[src/core/ebi_pkg.sv]
// constants for the edge, merged and tick interrupt block
package ebi_pkg;
	// register byte offsets
	localparam logic [7:0] CTRL_OFS = 8'h00;
	localparam logic [7:0] FLAGS_OFS = 8'h04;
	localparam logic [7:0] ENABLE_OFS = 8'h08;
	localparam logic [7:0] TM_FLAGS_OFS = 8'h0C;
	localparam logic [7:0] TBC_OFS = 8'h10;
	localparam logic [7:0] STATUS_OFS = 8'h14;
	// control register fields
	localparam int CTRL_GIE_BIT = 0;
	localparam int CTRL_EXT_EN_BIT = 1;
	localparam int CTRL_EDGE_LSB = 2;
	localparam int CTRL_PULLUP_BIT = 4;
	// flag register fields
	localparam int FLAG_EXT_BIT = 0;
	localparam int FLAG_MF0_BIT = 1;
	localparam int FLAG_MF1_BIT = 2;
	localparam int FLAG_TB0_BIT = 3;
	localparam int FLAG_TB1_BIT = 4;
	localparam int FLAG_W = 5;
	// enable register fields
	localparam int EN_MF0_BIT = 0;
	localparam int EN_MF1_BIT = 1;
	localparam int EN_TB0_BIT = 2;
	localparam int EN_TB1_BIT = 3;
	// timer module member flags: two per merged request
	localparam int TM_SRC_W = 4;
	// time base control fields
	localparam int TBC_ON_BIT = 7;
	localparam int TBC_CK_BIT = 6;
	localparam int TBC_P1_LSB = 4;
	localparam int TBC_P0_LSB = 0;
	localparam logic [7:0] TBC_RESET = 8'h37;
	localparam logic [7:0] TBC_RW_MASK = 8'hF7;
	// divider exponents: tick0 256..32768, tick1 4096..32768
	localparam int TB0_MIN_EXP = 8;
	localparam int TB1_MIN_EXP = 12;
	localparam int TB_CNT_W = 15;
	localparam logic [1:0] SYS_DIV4_LAST = 2'h3;
	// edge select codes
	localparam logic [1:0] EDGE_OFF = 2'h0;
	localparam logic [1:0] EDGE_RISE = 2'h1;
	localparam logic [1:0] EDGE_FALL = 2'h2;
	localparam logic [1:0] EDGE_BOTH = 2'h3;
	// call vectors
	localparam logic [2:0] VEC_EXT = 3'h0;
	localparam logic [2:0] VEC_MF0 = 3'h1;
	localparam logic [2:0] VEC_MF1 = 3'h2;
	localparam logic [2:0] VEC_TB0 = 3'h3;
	localparam logic [2:0] VEC_TB1 = 3'h4;
	// bus responses
	localparam logic [1:0] RESP_OKAY = 2'h0;
	localparam logic [1:0] RESP_SLVERR = 2'h2;
endpackage : ebi_pkg

[src/core/ebi_top.sv]
// edge, merged and tick interrupt request logic with AXI4-Lite registers
//
// The implementer's own choices: the address map and register access over AXI4-Lite.
`timescale 1ns/1ps
// Operation
// - selected pin edge sets external flag
// - external call needs global and external enable
// - edge select: rising, falling or both
// - edge select also offers disabled choice
// - pin is interrupt input only when enabled
// - pull-high selection stays valid as interrupt
// - external service clears global enable
// - two merged requests from timer compares
// - merged flag sets when member flag sets
// - merged call needs enable and stack room
// - merged service clears flag and global enable
// - member timer flags cleared only by software
// - tick flag sets on its divider overflow
// - tick call needs enables and stack room
// - tick service clears flag and global enable
// - tick clock divided by programmable ratio
// - bits 5:4 pick tick1 period 4096 up
// - no acknowledge while return stack full
// - any rising bit of the flags register wakes the device
// - global enable clear blocks every call
module ebi_top (
	input wire logic aclk,
	input wire logic aresetn,
	input wire logic [7:0] s_axi_awaddr,
	input wire logic [2:0] s_axi_awprot,
	input wire logic s_axi_awvalid,
	output logic s_axi_awready,
	input wire logic [31:0] s_axi_wdata,
	input wire logic [3:0] s_axi_wstrb,
	input wire logic s_axi_wvalid,
	output logic s_axi_wready,
	output logic [1:0] s_axi_bresp,
	output logic s_axi_bvalid,
	input wire logic s_axi_bready,
	input wire logic [7:0] s_axi_araddr,
	input wire logic [2:0] s_axi_arprot,
	input wire logic s_axi_arvalid,
	output logic s_axi_arready,
	output logic [31:0] s_axi_rdata,
	output logic [1:0] s_axi_rresp,
	output logic s_axi_rvalid,
	input wire logic s_axi_rready,
	input wire logic ext_pin,
	input wire logic tick_alt_oscillator,
	input wire logic [3:0] tm_cmp_pulse,
	input wire logic stack_full,
	input wire logic call_ack,
	output logic call_req,
	output logic [2:0] call_vec,
	output logic wake,
	output logic ext_pin_is_irq,
	output logic pin_pullup_en
);
	// software state
	logic global_irq_enable_q;
	logic ext_en_q;
	logic [1:0] ext_edge_select_q;
	logic pullup_q;
	logic [3:0] en_q;
	logic [ebi_pkg::FLAG_W-1:0] flags_q;
	logic [ebi_pkg::FLAG_W-1:0] flags_d;
	logic [ebi_pkg::TM_SRC_W-1:0] tm_flags_q;
	logic [ebi_pkg::TM_SRC_W-1:0] tm_flags_d;
	logic [7:0] time_base_control_q;

	// bus slave state
	logic aw_have_q;
	logic w_have_q;
	logic [7:0] aw_addr_q;
	logic [7:0] w_data_q;
	logic w_strb0_q;

	// synchronisers
	logic pin_s1_q;
	logic pin_s2_q;
	logic pin_s3_q;
	logic alt_s1_q;
	logic alt_s2_q;
	logic alt_s3_q;
	logic [1:0] sys_div_q;

	// write side decode
	logic wr_fire;
	logic wr_ok;
	logic wr_ctrl;
	logic wr_flags;
	logic wr_en;
	logic wr_tm;
	logic wr_tbc;
	logic wr_mapped;
	assign wr_fire = aw_have_q && w_have_q && !s_axi_bvalid;
	assign wr_ok = wr_fire && w_strb0_q;
	assign wr_ctrl = wr_ok && (aw_addr_q == ebi_pkg::CTRL_OFS);
	assign wr_flags = wr_ok && (aw_addr_q == ebi_pkg::FLAGS_OFS);
	assign wr_en = wr_ok && (aw_addr_q == ebi_pkg::ENABLE_OFS);
	assign wr_tm = wr_ok && (aw_addr_q == ebi_pkg::TM_FLAGS_OFS);
	assign wr_tbc = wr_ok && (aw_addr_q == ebi_pkg::TBC_OFS);
	assign wr_mapped = (aw_addr_q == ebi_pkg::CTRL_OFS)
		|| (aw_addr_q == ebi_pkg::FLAGS_OFS)
		|| (aw_addr_q == ebi_pkg::ENABLE_OFS)
		|| (aw_addr_q == ebi_pkg::TM_FLAGS_OFS)
		|| (aw_addr_q == ebi_pkg::TBC_OFS)
		|| (aw_addr_q == ebi_pkg::STATUS_OFS);

	// external edge detection on the synchronised pin
	logic rise;
	logic fall;
	logic edge_hit;
	assign rise = pin_s2_q && !pin_s3_q;
	assign fall = !pin_s2_q && pin_s3_q;
	assign edge_hit = ext_en_q &&
		(((ext_edge_select_q == ebi_pkg::EDGE_RISE) && rise) ||
		((ext_edge_select_q == ebi_pkg::EDGE_FALL) && fall) ||
		((ext_edge_select_q == ebi_pkg::EDGE_BOTH) && (rise || fall)));
	// EDGE_OFF matches no term above

	// merged requests from timer member pulses
	logic [1:0] mf_set;
	assign mf_set[0] = |tm_cmp_pulse[1:0];
	assign mf_set[1] = |tm_cmp_pulse[3:2];

	// time base clock and dividers
	logic tb_on;
	logic tb_tick;
	logic tb0_ovf;
	logic tb1_ovf;
	assign tb_on = time_base_control_q[ebi_pkg::TBC_ON_BIT];
	assign tb_tick = time_base_control_q[ebi_pkg::TBC_CK_BIT] ?
		(sys_div_q == ebi_pkg::SYS_DIV4_LAST) :
		(alt_s2_q && !alt_s3_q);

	ebi_tick_div #(
		.MIN_EXP(ebi_pkg::TB0_MIN_EXP),
		.SEL_W(3)
	) u_tick0 (
		.aclk(aclk),
		.aresetn(aresetn),
		.run(tb_on),
		.tick(tb_tick),
		.sel(time_base_control_q[ebi_pkg::TBC_P0_LSB +: 3]),
		.ovf(tb0_ovf)
	);

	ebi_tick_div #(
		.MIN_EXP(ebi_pkg::TB1_MIN_EXP),
		.SEL_W(2)
	) u_tick1 (
		.aclk(aclk),
		.aresetn(aresetn),
		.run(tb_on),
		.tick(tb_tick),
		.sel(time_base_control_q[ebi_pkg::TBC_P1_LSB +: 2]),
		.ovf(tb1_ovf)
	);

	// hardware set sources, one per flag
	logic [ebi_pkg::FLAG_W-1:0] hw_set;
	assign hw_set[ebi_pkg::FLAG_EXT_BIT] = edge_hit;
	assign hw_set[ebi_pkg::FLAG_MF0_BIT] = mf_set[0];
	assign hw_set[ebi_pkg::FLAG_MF1_BIT] = mf_set[1];
	assign hw_set[ebi_pkg::FLAG_TB0_BIT] = tb0_ovf;
	assign hw_set[ebi_pkg::FLAG_TB1_BIT] = tb1_ovf;

	// per-source readiness and fixed priority
	logic [ebi_pkg::FLAG_W-1:0] ready;
	logic can_call;
	logic [2:0] pick_vec;
	logic any_ready;
	assign ready[ebi_pkg::FLAG_EXT_BIT] =
		flags_q[ebi_pkg::FLAG_EXT_BIT] && ext_en_q;
	assign ready[ebi_pkg::FLAG_MF0_BIT] =
		flags_q[ebi_pkg::FLAG_MF0_BIT] && en_q[ebi_pkg::EN_MF0_BIT];
	assign ready[ebi_pkg::FLAG_MF1_BIT] =
		flags_q[ebi_pkg::FLAG_MF1_BIT] && en_q[ebi_pkg::EN_MF1_BIT];
	assign ready[ebi_pkg::FLAG_TB0_BIT] =
		flags_q[ebi_pkg::FLAG_TB0_BIT] && en_q[ebi_pkg::EN_TB0_BIT];
	assign ready[ebi_pkg::FLAG_TB1_BIT] =
		flags_q[ebi_pkg::FLAG_TB1_BIT] && en_q[ebi_pkg::EN_TB1_BIT];
	assign any_ready = |ready;
	assign can_call = global_irq_enable_q &&
		!stack_full && !call_ack;
	assign pick_vec =
		ready[ebi_pkg::FLAG_EXT_BIT] ? ebi_pkg::VEC_EXT :
		ready[ebi_pkg::FLAG_MF0_BIT] ? ebi_pkg::VEC_MF0 :
		ready[ebi_pkg::FLAG_MF1_BIT] ? ebi_pkg::VEC_MF1 :
		ready[ebi_pkg::FLAG_TB0_BIT] ? ebi_pkg::VEC_TB0 :
		ebi_pkg::VEC_TB1;

	// service clears only the flag of the vector taken
	logic ack_ok;
	logic [ebi_pkg::FLAG_W-1:0] ack_clr;
	assign ack_ok = call_ack && call_req;
	assign ack_clr = ack_ok ?
		ebi_pkg::FLAG_W'(5'h01 << call_vec) : '0;

	// set wins over software write and over service clear
	assign flags_d = hw_set |
		((wr_flags ? w_data_q[ebi_pkg::FLAG_W-1:0] : flags_q) & ~ack_clr);
	// member flags ignore service, software clears them
	assign tm_flags_d = tm_cmp_pulse |
		(wr_tm ? w_data_q[ebi_pkg::TM_SRC_W-1:0] : tm_flags_q);

	// read side decode
	logic rd_take;
	logic rd_mapped;
	logic [31:0] rd_word;
	assign rd_take = s_axi_arvalid && s_axi_arready;
	assign rd_mapped = (s_axi_araddr == ebi_pkg::CTRL_OFS)
		|| (s_axi_araddr == ebi_pkg::FLAGS_OFS)
		|| (s_axi_araddr == ebi_pkg::ENABLE_OFS)
		|| (s_axi_araddr == ebi_pkg::TM_FLAGS_OFS)
		|| (s_axi_araddr == ebi_pkg::TBC_OFS)
		|| (s_axi_araddr == ebi_pkg::STATUS_OFS);
	assign rd_word =
		(s_axi_araddr == ebi_pkg::CTRL_OFS) ? {27'h0, pullup_q,
			ext_edge_select_q, ext_en_q, global_irq_enable_q} :
		(s_axi_araddr == ebi_pkg::FLAGS_OFS) ? {27'h0, flags_q} :
		(s_axi_araddr == ebi_pkg::ENABLE_OFS) ? {28'h0, en_q} :
		(s_axi_araddr == ebi_pkg::TM_FLAGS_OFS) ? {28'h0, tm_flags_q} :
		(s_axi_araddr == ebi_pkg::TBC_OFS) ?
			{24'h0, time_base_control_q} :
		(s_axi_araddr == ebi_pkg::STATUS_OFS) ?
			{27'h0, call_vec, call_req, pin_s2_q} :
		32'h0;

	// input synchronisers and sysclk/4 prescaler
	always_ff @(posedge aclk) begin
		if (!aresetn) begin
			pin_s1_q <= 1'b0;
			pin_s2_q <= 1'b0;
			pin_s3_q <= 1'b0;
			alt_s1_q <= 1'b0;
			alt_s2_q <= 1'b0;
			alt_s3_q <= 1'b0;
			sys_div_q <= 2'h0;
		end else begin
			pin_s1_q <= ext_pin;
			pin_s2_q <= pin_s1_q;
			pin_s3_q <= pin_s2_q;
			alt_s1_q <= tick_alt_oscillator;
			alt_s2_q <= alt_s1_q;
			alt_s3_q <= alt_s2_q;
			sys_div_q <= sys_div_q + 2'h1;
		end
	end

	// control registers
	always_ff @(posedge aclk) begin
		if (!aresetn) begin
			global_irq_enable_q <= 1'b0;
			ext_en_q <= 1'b0;
			ext_edge_select_q <= ebi_pkg::EDGE_OFF;
			pullup_q <= 1'b0;
			en_q <= 4'h0;
			time_base_control_q <= ebi_pkg::TBC_RESET;
		end else begin
			if (ack_ok) begin
				global_irq_enable_q <= 1'b0;
			end else if (wr_ctrl) begin
				global_irq_enable_q <= w_data_q[ebi_pkg::CTRL_GIE_BIT];
			end
			if (wr_ctrl) begin
				ext_en_q <= w_data_q[ebi_pkg::CTRL_EXT_EN_BIT];
				ext_edge_select_q <= w_data_q[ebi_pkg::CTRL_EDGE_LSB +: 2];
				pullup_q <= w_data_q[ebi_pkg::CTRL_PULLUP_BIT];
			end
			if (wr_en) begin
				en_q <= w_data_q[3:0];
			end
			if (wr_tbc) begin
				time_base_control_q <= w_data_q & ebi_pkg::TBC_RW_MASK;
			end
		end
	end

	// flags, call request and wake
	always_ff @(posedge aclk) begin
		if (!aresetn) begin
			flags_q <= '0;
			tm_flags_q <= '0;
			call_req <= 1'b0;
			call_vec <= ebi_pkg::VEC_EXT;
			wake <= 1'b0;
			ext_pin_is_irq <= 1'b0;
			pin_pullup_en <= 1'b0;
		end else begin
			flags_q <= flags_d;
			tm_flags_q <= tm_flags_d;
			call_req <= can_call && any_ready;
			call_vec <= pick_vec;
			wake <= |(flags_d & ~flags_q);
			ext_pin_is_irq <= ext_en_q;
			pin_pullup_en <= pullup_q;
		end
	end

	// AXI4-Lite write channel
	always_ff @(posedge aclk) begin
		if (!aresetn) begin
			aw_have_q <= 1'b0;
			w_have_q <= 1'b0;
			aw_addr_q <= 8'h00;
			w_data_q <= 8'h00;
			w_strb0_q <= 1'b0;
			s_axi_awready <= 1'b0;
			s_axi_wready <= 1'b0;
			s_axi_bvalid <= 1'b0;
			s_axi_bresp <= ebi_pkg::RESP_OKAY;
		end else begin
			s_axi_awready <= !aw_have_q && !s_axi_awready &&
				!s_axi_bvalid;
			s_axi_wready <= !w_have_q && !s_axi_wready &&
				!s_axi_bvalid;
			if (s_axi_awvalid && s_axi_awready) begin
				aw_have_q <= 1'b1;
				aw_addr_q <= {s_axi_awaddr[7:2], 2'h0};
			end
			if (s_axi_wvalid && s_axi_wready) begin
				w_have_q <= 1'b1;
				w_data_q <= s_axi_wdata[7:0];
				w_strb0_q <= s_axi_wstrb[0];
			end
			if (wr_fire) begin
				aw_have_q <= 1'b0;
				w_have_q <= 1'b0;
				s_axi_bvalid <= 1'b1;
				s_axi_bresp <= wr_mapped ?
					ebi_pkg::RESP_OKAY : ebi_pkg::RESP_SLVERR;
			end else if (s_axi_bvalid && s_axi_bready) begin
				s_axi_bvalid <= 1'b0;
			end
		end
	end

	// AXI4-Lite read channel
	always_ff @(posedge aclk) begin
		if (!aresetn) begin
			s_axi_arready <= 1'b0;
			s_axi_rvalid <= 1'b0;
			s_axi_rdata <= 32'h0;
			s_axi_rresp <= ebi_pkg::RESP_OKAY;
		end else begin
			s_axi_arready <= !s_axi_rvalid && !s_axi_arready &&
				!rd_take;
			if (rd_take) begin
				s_axi_arready <= 1'b0;
				s_axi_rvalid <= 1'b1;
				s_axi_rdata <= rd_word;
				s_axi_rresp <= rd_mapped ?
					ebi_pkg::RESP_OKAY : ebi_pkg::RESP_SLVERR;
			end else if (s_axi_rvalid && s_axi_rready) begin
				s_axi_rvalid <= 1'b0;
			end
		end
	end
endmodule : ebi_top

[src/core/ebi_tick_div.sv]
// one time base divider with selectable power-of-two period
`timescale 1ns/1ps
module ebi_tick_div #(
	parameter int MIN_EXP = 8,
	parameter int SEL_W = 3
) (
	input wire logic aclk,
	input wire logic aresetn,
	input wire logic run,
	input wire logic tick,
	input wire logic [SEL_W-1:0] sel,
	output logic ovf
);
	logic [ebi_pkg::TB_CNT_W-1:0] cnt_q;
	logic [ebi_pkg::TB_CNT_W-1:0] mask;
	logic [4:0] exp_w;
	logic hit;

	assign exp_w = 5'(MIN_EXP) + 5'(sel);
	assign mask = ebi_pkg::TB_CNT_W'((32'h1 << exp_w) - 32'h1);
	assign hit = tick && ((cnt_q & mask) == mask);

	// counter stops and clears while the dividers are off
	always_ff @(posedge aclk) begin
		if (!aresetn || !run) begin
			cnt_q <= '0;
			ovf <= 1'b0;
		end else begin
			if (tick) begin
				cnt_q <= cnt_q + 1'b1;
			end
			ovf <= hit;
		end
	end
endmodule : ebi_tick_div

[config.mk]
export PLATFORM = sky130hd
export DESIGN_NAME = ebi_top
export DESIGN_NICKNAME = d
export VERILOG_FILES = /design/src/core/ebi_pkg.sv /design/src/core/ebi_top.sv /design/src/core/ebi_tick_div.sv
export SDC_FILE = /design/constraint.sdc
export NUM_CORES = 1
export LEC_CHECK = 0
export ABC_AREA = 1
export ABC_CLOCK_PERIOD_IN_PS = 4550
export BUFFER_PORTS_ARGS = -buffer_cell sky130_fd_sc_hd__buf_4
export CAP_MARGIN = 15
export CORE_UTILIZATION = 54
export DETAILED_ROUTE_END_ITERATION = 10
export PLACE_DENSITY = 0.82
export SYNTH_ARGS = -nofsm -noshare
export SYNTH_HDL_FRONTEND = slang
export SYNTH_HIERARCHICAL = 1
export SYNTH_SLANG_ARGS = --single-unit
[constraint.sdc]
create_clock -name aclk -period 4.55 [get_ports aclk]
set_input_delay 0.91 -clock aclk [delete_from_list [all_inputs] [get_ports aclk]]
set_output_delay 0.91 -clock aclk [all_outputs]
set_load 0.05 [all_outputs]
==> results of run 1 <==
## sequential cells by signal, summed over array words and instances, names as in the netlist, 5 cells and up
signal	flops
u_tick0/cnt_q	15
u_tick1/cnt_q	15
s_axi_rdata	8
w_data_q	8
time_base_control_q	7
aw_addr_q	6
flags_q	5
## worst max-delay path, delay by kind of cell
family | cells | cell delay [ps]
AO/OA/AOI/OAI | 1 | 480
buffers and inverters | 2 | 1110
## cells by family (layout without fill, tap and decap cells)
family	after synthesis	after routing	synth area share, %
AOI/OAI and AO/OA	115	115	12.7
adders and majority gates	6	6	1.48
DFF	104	104	41.2
and+or+nand+nor	346	346	32.5
other	1	26	0.0741
buffers and inverters	135	175	12.0
## cells in the final DEF, fill, tap and decap left out, drive strengths merged, types with 16 or more instances in the layout
cell and instances:
nor3 16, buf 60, dfxtp 104, o21ai 38, nand2 151, inv 98, conb 26, nand3 54
a21oi 52, nor2 106
## cells in the mapped netlist, types with 2 or more instances
cell type,instances
ha_1,6
nand2_1,145
dfxtp_1,104
o21ai_1,3
nor2_1,91
inv_1,92
o21ai_0,35
nor3_1,12
buf_1,3
buf_4,27
inv_2,3
nor4_1,3
o2111ai_1,5
nand3_1,48
nand3_2,6
clkinv_1,4
clkbuf_1,5
nand2_4,2
nor3_2,3
a21oi_1,52
nor2_4,10
nand3b_1,4
nand2_2,4
nor2_2,4
a211oi_1,4
nand4_1,9
o211ai_1,10
## worst paths after layout
path	end	cells past startpoint	slack, ps	start
worst min-delay path	pin_s2_q	2	430	pin_s1_q
worst max-delay path	ext_en_q	3	2280	aresetn
worst min register to register	pin_s2_q	2	430	pin_s1_q
worst max register to register	wake	11	2840	aw_addr_q[2]
## metrics by stage
step                      util (%)  hold WS (ps)  power, mW  std cells
after floorplan                  -           390       1.13        732
after global placement        61.9           411       1.16        864
after detailed placement      61.9           411       1.17        864
after CTS                     64.0           432       1.72        880
after global routing          64.0           459       1.77        880
final                         64.0           432       1.70        880
## final cells by class
cell class / instances / area (sq um) / area share (%)
Timing Repair Buffer: 60 / 450 / 7.91
Clock buffer: 9 / 124 / 2.18
Inverter: 99 / 372 / 6.53
Tap cell: 108 / 135 / 2.37
Multi-Input combinational cell: 493 / 2460 / 43.3
Clock inverter: 7 / 63.8 / 1.12
Sequential cell: 104 / 2080 / 36.6
## layer usage
layer	part of all wire, %	GRT usage, %	wire length (um)
met2	48	40.1	5250
met3	5.0	5.32	549
met5	0	0	0
met4	0.90	7.12	99
met1	47	30.4	5130
## report_power, final
group          internal, mW  switching, mW
Clock                 0.211          0.341
Sequential            0.936         0.0195
Combinational        0.0540          0.140
==> reports/metrics.csv, run 1 <==
stage,metric,value,unit
status,status,completed,
clock_network,clkSinkCount,104,
global_routing,grt_max_degree,49,
synth,yosysWarnings,6,
layout,antenna_cells,0,
synth,synth.distinct_cells,40,
synth,yosys.area.top_type,dfxtp_1,
timing,fin_setup_tns,0,ps
synth,synth_edf_count,0,
synth,netlist_area,0.00506,sq mm
synth,ys_ff_latch,104,
synth,ys_async_sr_fraction,0,%
layout,area_delta_synth_final,12.5,%
timing,clock.fmax,440,MHz
timing,finalCriticalPeriod,2270,ps
die,ios,121,
timing,hold_viol,0,
synth,synthCells,707,
detailed_routing,num_vias,4657,
timing,worst_slew_pin_slew,763,ps
detailed_routing,drc,0,
critical_path,cpPeakStageDelay,740,ps
die,die_height,98.8,um
timing,rsz0062_at_grt,false,
layout,design_area,0.00569,sq mm
synth,seq_area_frac_synth,41.2,%
die,fp.dieW,98.8,um
clock_network,cts.clk_slew.worst_paths,100,ps
clock_network,root_buffer,clkbuf_8,
critical_path,cp-end-kind,register,
critical_path,cp_cell_sequence,"buf_4, clkinv_1, a211oi_1",
flow_run,max-cap-violations,0,
timing,setup_viol,0,
place,portBuffers,59,
place,dpl.hpwl,8.27,mm
global_routing,overflow,0,
clock_network,post_cts_buffers,0,
timing,slew_headroom,48.8,%
power,power_density,299,mW/mm^2
global_routing,grt_pass1_vias,4300,
timing,drv_slew,0,
die,start_util,56.9,%
power,p_leak,2.53,nW
detailed_routing,wl_per_cell,12.5,um
place,dp_slack,1880,ps
hold_path,min_path_type,register to register,
power,ir_worst_vdd,0.178,mV
die,core,0.00889,sq mm
place,place_area,0.00550,sq mm
critical_path,worst_setup_path_start_kind,primary input,
global_routing,grt_usage,23.8,%
layout,nFillCells,824,
detailed_routing,dr.pass1.iters,7,
detailed_routing,postRouteWirelength,11.0,mm
timing,fin_ws,2280,ps
timing,fin_worst_skew,8.55,ps
synth,netlist.area_leader.share,41.2,%
critical_path,crit_type,primary input to register,
synth,syn_area_per_cell,7.15,sq um
clock_network,cts_buffers,9,
clock_network,hold_buffers,0,
place,routabilityCongestion,0.852,
detailed_routing,vias_per_cell,5.29,
synth,synthFlopType,dfxtp_1,
die,rows,34,
layout,nets,846,
clock_network,cts_tree,done,
critical_path,cp.arrival,2540,ps
timing,finalCritPeriodShare,49.9,%
critical_path,required,4820,ps
global_routing,grt_first_pass_wirelength,18.8,mm
critical_path,crit_fanout,48,
clock_network,cts_buffer_depth,2,
synth,synth_area_leaders,"dfxtp_1 (41%), nand2_1 (11%), inv_1 (6.8%)",
global_routing,antenna_found_initial,0,
detailed_routing,drt_iter0_markers,188,
die,die_area,0.00976,sq mm
clock_network,htreeDepth,3,
clock_network,clkLatencyLatePin,370,ps
clock_network,postCtsResizedCells,0,
layout,drive_gt1_share,14.6,%
critical_path,cp_slowest_cell,clkinv_1,
detailed_routing,ant_nets,0,
No activity file was read; power rests on OpenSTA's default activity.
==> run 2: changes to the inputs <==
Settings changed: ABC_CLOCK_PERIOD_IN_PS 4550 to 2200.
Clock period 4.55 ns to 2.2 ns, I/O delays scaled along.
==> run 2 against run 1 <==
Clock skew grew 5.8 ps. Sequential cell count did not move. Global-route usage decreased by 0.091 points. Clock power increased by 130%. Critical path depth rose by 8. Die area is the same. Via count decreased by 2.7%. Core utilization rose by 0.59 points. Worst setup slack worse by 1800 ps. Sequential power up 110%. Design area rose by 0.92%. Wire length shrank 0.47%.
==> reports/metrics.csv, run 2 (synthesized netlist as in run 1, its figures left out) <==
stage,metric,value,unit,change
critical_path,required,2470,ps,-2350 ps
timing,clock.fmax,584,MHz,
layout,final-seq-area,0.00208,sq mm,unchanged
detailed_routing,drt_iter0_markers,228,,+21%
layout,layout_common_cells,"nand2_1 (145), dfxtp_1 (104), inv_1 (92)",,
die,die_area,0.00976,sq mm,unchanged
clock_network,clkLatencyLatePin,380,ps,about the same
critical_path,cp_cell_sequence,"ha_1, nand2_1, o31ai_2, buf_4, nand2_2, nor2_4, nand2_2, nor2_4, nand2_2, nor2_1, nor2_1",,
clock_network,clkSinkCount,104,,unchanged
detailed_routing,wirelength_met1,5.17,mm,+0.76%
timing,fin_worst_skew,14.4,ps,+5.83 ps
place,place_area,0.00553,sq mm,+0.55%
die,die_height,98.8,um,unchanged
clock_network,root_buffer,clkbuf_8,,
critical_path,crit_fanout,17,,-65%
place,dp_slack,410,ps,-1470 ps
detailed_routing,vias_per_cell,5.12,,-3.2%
die,core,0.00889,sq mm,unchanged
detailed_routing,ant_nets,0,,unchanged
critical_path,crit_type,register to register,,
place,portBuffers,59,,unchanged
detailed_routing,postRouteWirelength,11.0,mm,-0.47%
layout,final_common_cell,nand2_1,,
layout,reg.largest.list,"u_tick0/cnt_q: 15 flops, u_tick1/cnt_q: 15 flops",,
clock_network,htreeDepth,3,,unchanged
detailed_routing,drc,0,,unchanged
timing,finalCritPeriodShare,77.8,%,
layout,multi_input_area,0.00246,sq mm,unchanged
detailed_routing,wl_per_cell,12.4,um,-0.92%
timing,rsz0062_at_grt,false,,
clock_network,hold_buffers,0,,unchanged
flow_run,max-cap-violations,0,,unchanged
detailed_routing,wl_met2,5.21,mm,-0.80%
clock_network,postCtsResizedCells,0,,unchanged
clock_network,cts_tree,done,,
global_routing,grt_first_pass_wirelength,18.6,mm,-1.1%
global_routing,overflow,0,,unchanged
timing,finalCriticalPeriod,1710,ps,
hold_path,hp-start,tick_alt_oscillator,,
power,ir_worst_vdd,0.437,mV,+150%
critical_path,cp-end-kind,register,,
power,p_leak,2.56,nW,+1.3%
power,p_total,3.64,mW,+110%
clock_network,cts.clk_slew.worst_paths,100,ps,about the same
layout,area_delta_synth_final,13.6,%,
timing,hold_viol,0,,unchanged
clock_network,cts_buffer_depth,2,,unchanged
timing,slew_headroom,66.1,%,+17 points
timing,worst_slew_pin_slew,507,ps,-257 ps
layout,nets,850,,+0.47%
detailed_routing,num_vias,4530,,-2.7%
global_routing,grt_max_degree,37,,-24%
detailed_routing,top_layer,met4,,
critical_path,cp.arrival,1990,ps,-550 ps
critical_path,rr_worst_depth,11,,unchanged
hold_path,hold_path_end,alt_s1_q,,
power,power_density,633,mW/mm^2,+110%
die,rows,34,,unchanged
die,fp.dieW,98.8,um,unchanged
layout,design_area,0.00574,sq mm,+0.92%
layout,drive_gt1_share,15.1,%,+0.44 points
die,start_util,56.9,%,unchanged
global_routing,grt_usage,23.7,%,-0.091 points
layout,fin_cells,884,,+0.45%
place,dpl.hpwl,8.35,mm,+0.87%
global_routing,antenna_found_initial,0,,unchanged
detailed_routing,wl_met3,493,um,-10%
place,routabilityCongestion,0.883,,+3.7%
global_routing,grt_pass1_vias,4192,,-2.5%
detailed_routing,dr.pass1.iters,5,,-2
timing,fin_ws,488,ps,-1790 ps
critical_path,cp_slowest_cell,dfxtp_1,,
place,dp.cells,868,,+0.46%
status,status,completed,,
timing,fin_setup_tns,0,ps,unchanged
critical_path,worst_r2r_endpoint,u_tick0/cnt_q[11],,
clock_network,cts_buffers,9,,unchanged
critical_path,r2r_slack,490,ps,-2350 ps
clock_network,post_cts_buffers,0,,unchanged
die,ios,121,,unchanged
hold_path,min_path_type,primary input to register,,
hold_path,hold_depth,3,,+1
critical_path,cpPeakStageDelay,340,ps,-400 ps
critical_path,reg2reg_from,sys_div_q[0],,
layout,antenna_cells,0,,unchanged
timing,setup_viol,0,,unchanged
timing,drv_slew,0,,unchanged
critical_path,worst_setup_path_start_kind,register,,
layout,utilization,64.6,%,+0.59 points
critical_path,path_common_cell,nand2_2,,
layout,nFillCells,781,,-5.2%
timing,fin_worst_hold_slack,241,ps,-191 ps
[run 2: critical path: cells and delay by family (launching register included)]
kind                       cells  cell delay (ps)
and+or+nand+nor                8              770
AOI/OAI and AO/OA              1               70
adders and majority gates      1              180
DFF                            1              340
buffers and inverters          1              260
[run 2: worst max-delay path by stage]
stage / to / from / slack, ps / cells after the start
after floorplan: u_tick1/cnt_q[5] / time_base_control_q[6] / 370 / 7
after global placement: s_axi_rdata[1] / s_axi_araddr[1] / 460 / 10
after detailed placement: s_axi_rdata[1] / s_axi_araddr[1] / 410 / 10
after CTS: u_tick0/cnt_q[11] / sys_div_q[0] / 470 / 11
after global routing: wake / aw_addr_q[2] / 290 / 12
final: u_tick0/cnt_q[11] / sys_div_q[0] / 490 / 11
[run 2: layout make-up]
| cell class | count | share of cell area, % |
|---|---|---|
| Tap cell | 108 | 2.35 |
| Multi-Input combinational cell | 493 | 42.9 |
| Clock buffer | 9 | 2.16 |
| Clock inverter | 7 | 1.50 |
| Sequential cell | 104 | 36.2 |
| Timing Repair Buffer | 64 | 8.36 |
| Inverter | 99 | 6.47 |
[run 2: routing by layer]
| layer | vias up | track usage [%] |
|---|---|---|
| li1 | 2360 | - |
| met1 | 2051 | 30.6 |
| met2 | 105 | 39.9 |
| met3 | 14 | 5.39 |
| met4 | 0 | 6.20 |
| met5 | - | 0 |
[run 2: power by group]
group | total, mW | internal, mW | switching [mW]
Clock | 1.26 | 0.552 | 0.704
Combinational | 0.404 | 0.116 | 0.288
Sequential | 1.98 | 1.94 | 0.0412
==> run 3: changes to the inputs <==
Settings changed: ABC_CLOCK_PERIOD_IN_PS 2200 to 1800.
Clock period 2.2 ns to 1.8 ns, I/O delays scaled along.
==> run 3 against run 2 <==
Worst setup slack worse by 330 ps. Clock-buffer cell count unchanged. Via count rose by 2.6%. Core utilization increased by 0.28 points. Clock skew up 7.3 ps. Non-clock buffer count rose by 5. Wire length rose by 3.2%. Critical path depth down 5. Die area unchanged. Maximum frequency rose by 4.0%. Design area up 0.44%. Critical endpoint is now en_q[1].
==> reports/metrics.csv, run 3 (synthesized netlist as in run 1, its figures left out) <==
stage,metric,value,unit,change
layout,multi_input_area,0.00248,sq mm,+0.76%
timing,fin_setup_tns,0,ps,unchanged
layout,area_delta_synth_final,14.1,%,
critical_path,cp_slowest_cell,dfxtp_1,,
layout,final-seq-area,0.00208,sq mm,about the same
status,status,completed,,
layout,nFillCells,755,,-3.3%
clock_network,cts_buffer_depth,2,,unchanged
power,p_total,4.26,mW,+17%
hold_path,hold_path_end,alt_s1_q,,
layout,antenna_cells,0,,unchanged
layout,final_common_cell,nand2_1,,
clock_network,root_buffer,clkbuf_8,,
global_routing,overflow,0,,unchanged
power,intPower,3.03,mW,+16%
detailed_routing,dr.pass1.iters,5,,unchanged
clock_network,clkSinkCount,104,,unchanged
critical_path,cp_cell_sequence,"nand4_4, nor3_4, inv_2, nor3_4, o21ai_0, a21oi_1",,
critical_path,path_buf_inv,1,,unchanged
hold_path,min_path_type,primary input to register,,
power,power_density,738,mW/mm^2,+17%
timing,finalCritPeriodShare,91.4,%,+14 points
layout,nets,855,,+0.59%
critical_path,cp-end-kind,register,,
critical_path,critPathTopFamily,simple AND/OR/NAND/NOR gates,,
power,power.net_switching,1.23,mW,+19%
hold_path,hp-start,tick_alt_oscillator,,
timing,finalCriticalPeriod,1650,ps,-66.1 ps
clock_network,cts_buffers,9,,unchanged
timing,clock.fmax,608,MHz,+4.0%
power,p_leak,2.58,nW,+0.77%
power,ir_worst_vdd,0.399,mV,-8.8%
timing,setup_viol,0,,unchanged
global_routing,grt_usage,24.8,%,+1.1 points
die,fp.dieW,98.8,um,unchanged
die,start_util,56.9,%,unchanged
power,p_sw_share,28.9,%,+0.51 points
critical_path,worst_setup_path_start_kind,register,,
layout,utilization,64.9,%,+0.28 points
timing,drv_slew,0,,unchanged
critical_path,crit_type,register to register,,
timing,fin_ws,154,ps,-334 ps
clock_network,cts.clk_slew.worst_paths,110,ps,about the same
die,ios,121,,unchanged
critical_path,r2r_slack,150,ps,-330 ps
place,dp_slack,157,ps,-254 ps
die,rows,34,,unchanged
detailed_routing,vias_per_cell,5.23,,+2.0%
clock_network,hold_buffers,0,,unchanged
layout,drive_gt1_share,16.3,%,+1.2 points
layout,reg.largest.list,"u_tick0/cnt_q: 15 flops, u_tick1/cnt_q: 15 flops",,
critical_path,cpPeakStageDelay,450,ps,+110 ps
global_routing,grt_first_pass_wirelength,19.7,mm,+5.6%
die,die_area,0.00976,sq mm,unchanged
detailed_routing,ant_nets,0,,unchanged
critical_path,path_common_cell,nor3_4,,
flow_run,max-cap-violations,0,,unchanged
detailed_routing,drc,0,,unchanged
critical_path,worst_r2r_endpoint,en_q[1],,
critical_path,reg2reg_from,aw_have_q,,
place,routabilityCongestion,0.918,,+4.0%
detailed_routing,postRouteWirelength,11.3,mm,+3.2%
place,dpl.hpwl,8.54,mm,+2.3%
timing,hold_viol,0,,unchanged
die,core,0.00889,sq mm,unchanged
clock_network,htreeDepth,3,,unchanged
timing,fin_worst_skew,21.7,ps,+7.33 ps
place,portBuffers,59,,unchanged
critical_path,cp.arrival,1960,ps,-30 ps
power,clockPowerShare,31.4,%,-3.1 points
clock_network,cts_tree,done,,
global_routing,antenna_found_initial,0,,unchanged
layout,fin_cells,889,,+0.57%
global_routing,grt_pass1_vias,4389,,+4.7%
place,dp.cells,873,,+0.58%
clock_network,clkLatencyLatePin,370,ps,about the same
global_routing,grt_max_degree,35,,-5.4%
critical_path,rr_worst_depth,6,,-5
detailed_routing,num_vias,4648,,+2.6%
layout,layout_common_cells,"nand2_1 (144), dfxtp_1 (103), inv_1 (92)",,
critical_path,required,2110,ps,-360 ps
detailed_routing,drt_iter0_markers,308,,+35%
hold_path,hold_depth,3,,unchanged
critical_path,crit_fanout,8,,-9
power,seq_power_share,56.8,%,+2.4 points
die,die_height,98.8,um,unchanged
detailed_routing,wl_per_cell,12.7,um,+2.6%
power,combPwrFrac,11.8,%,+0.7 points
run 3: per-layer routing:
layer  GRT usage, %  wire (um)  vias to the layer above
met5              0          0                        -
met4           7.46        222                        0
met3           5.04        615                       23
met2           43.8       5680                      147
met1           30.5       4810                     2100
li1               -          -                     2378
run 3: final cells by class:
type                    instances  area share, %
clock inverters                 7          0.933
repair buffers                 69           8.98
multi-input cells             493           43.0
flip-flops and latches        104           36.1
inverters                      99           6.44
clock buffers                   9           2.15
well taps                     108           2.34
run 3: worst register-to-register path, stage by stage (launching register included):
cell	delay, ps
dfxtp_1	450
nand4_4	200
nor3_4	270
inv_2	100
nor3_4	310
o21ai_0	130
a21oi_1	140
run 3: worst max-delay path by stage:
stage | start | to | slack [ps] | cells past startpoint
4_1_cts | aw_addr_q[7] | tm_flags_q[1] | 90 | 9
3_3_place_gp | s_axi_araddr[0] | s_axi_rdata[4] | 200 | 8
5_1_grt | aw_addr_q[7] | en_q[0] | -40 | 9
3_5_place_dp | aw_addr_q[7] | tm_flags_q[1] | 160 | 10
6_report | aw_have_q | en_q[1] | 150 | 6
2_1_floorplan | time_base_control_q[6] | u_tick1/cnt_q[5] | 170 | 7
run 3: per-stage QoR:
| step | hold slack (ps) | cell area (sq um) |
|---|---|---|
| finish | 201 | 5770 |
| global route | 193 | 5770 |
| CTS | 191 | 5750 |
| detailed placement | 400 | 5570 |
| global placement | 404 | 5570 |
| floorplan | 390 | 5160 |
run 3: repair_timing:
| item | CTS | global route |
|---|---|---|
| setup buffers | 0 | 0 |
| resized for setup | 0 | 8 |
| setup endpoints to repair | 0 | 17 |
run 3: power groups by stage:
stage          clock [mW]  combinational (mW)  sequential [mW]
2_1_floorplan           0               0.334             2.52
3_3_place_gp            0               0.489             2.47
3_5_place_dp            0               0.498             2.47
4_1_cts              1.37               0.500             2.42
5_1_grt              1.46               0.553             2.43
6_report             1.34               0.503             2.42
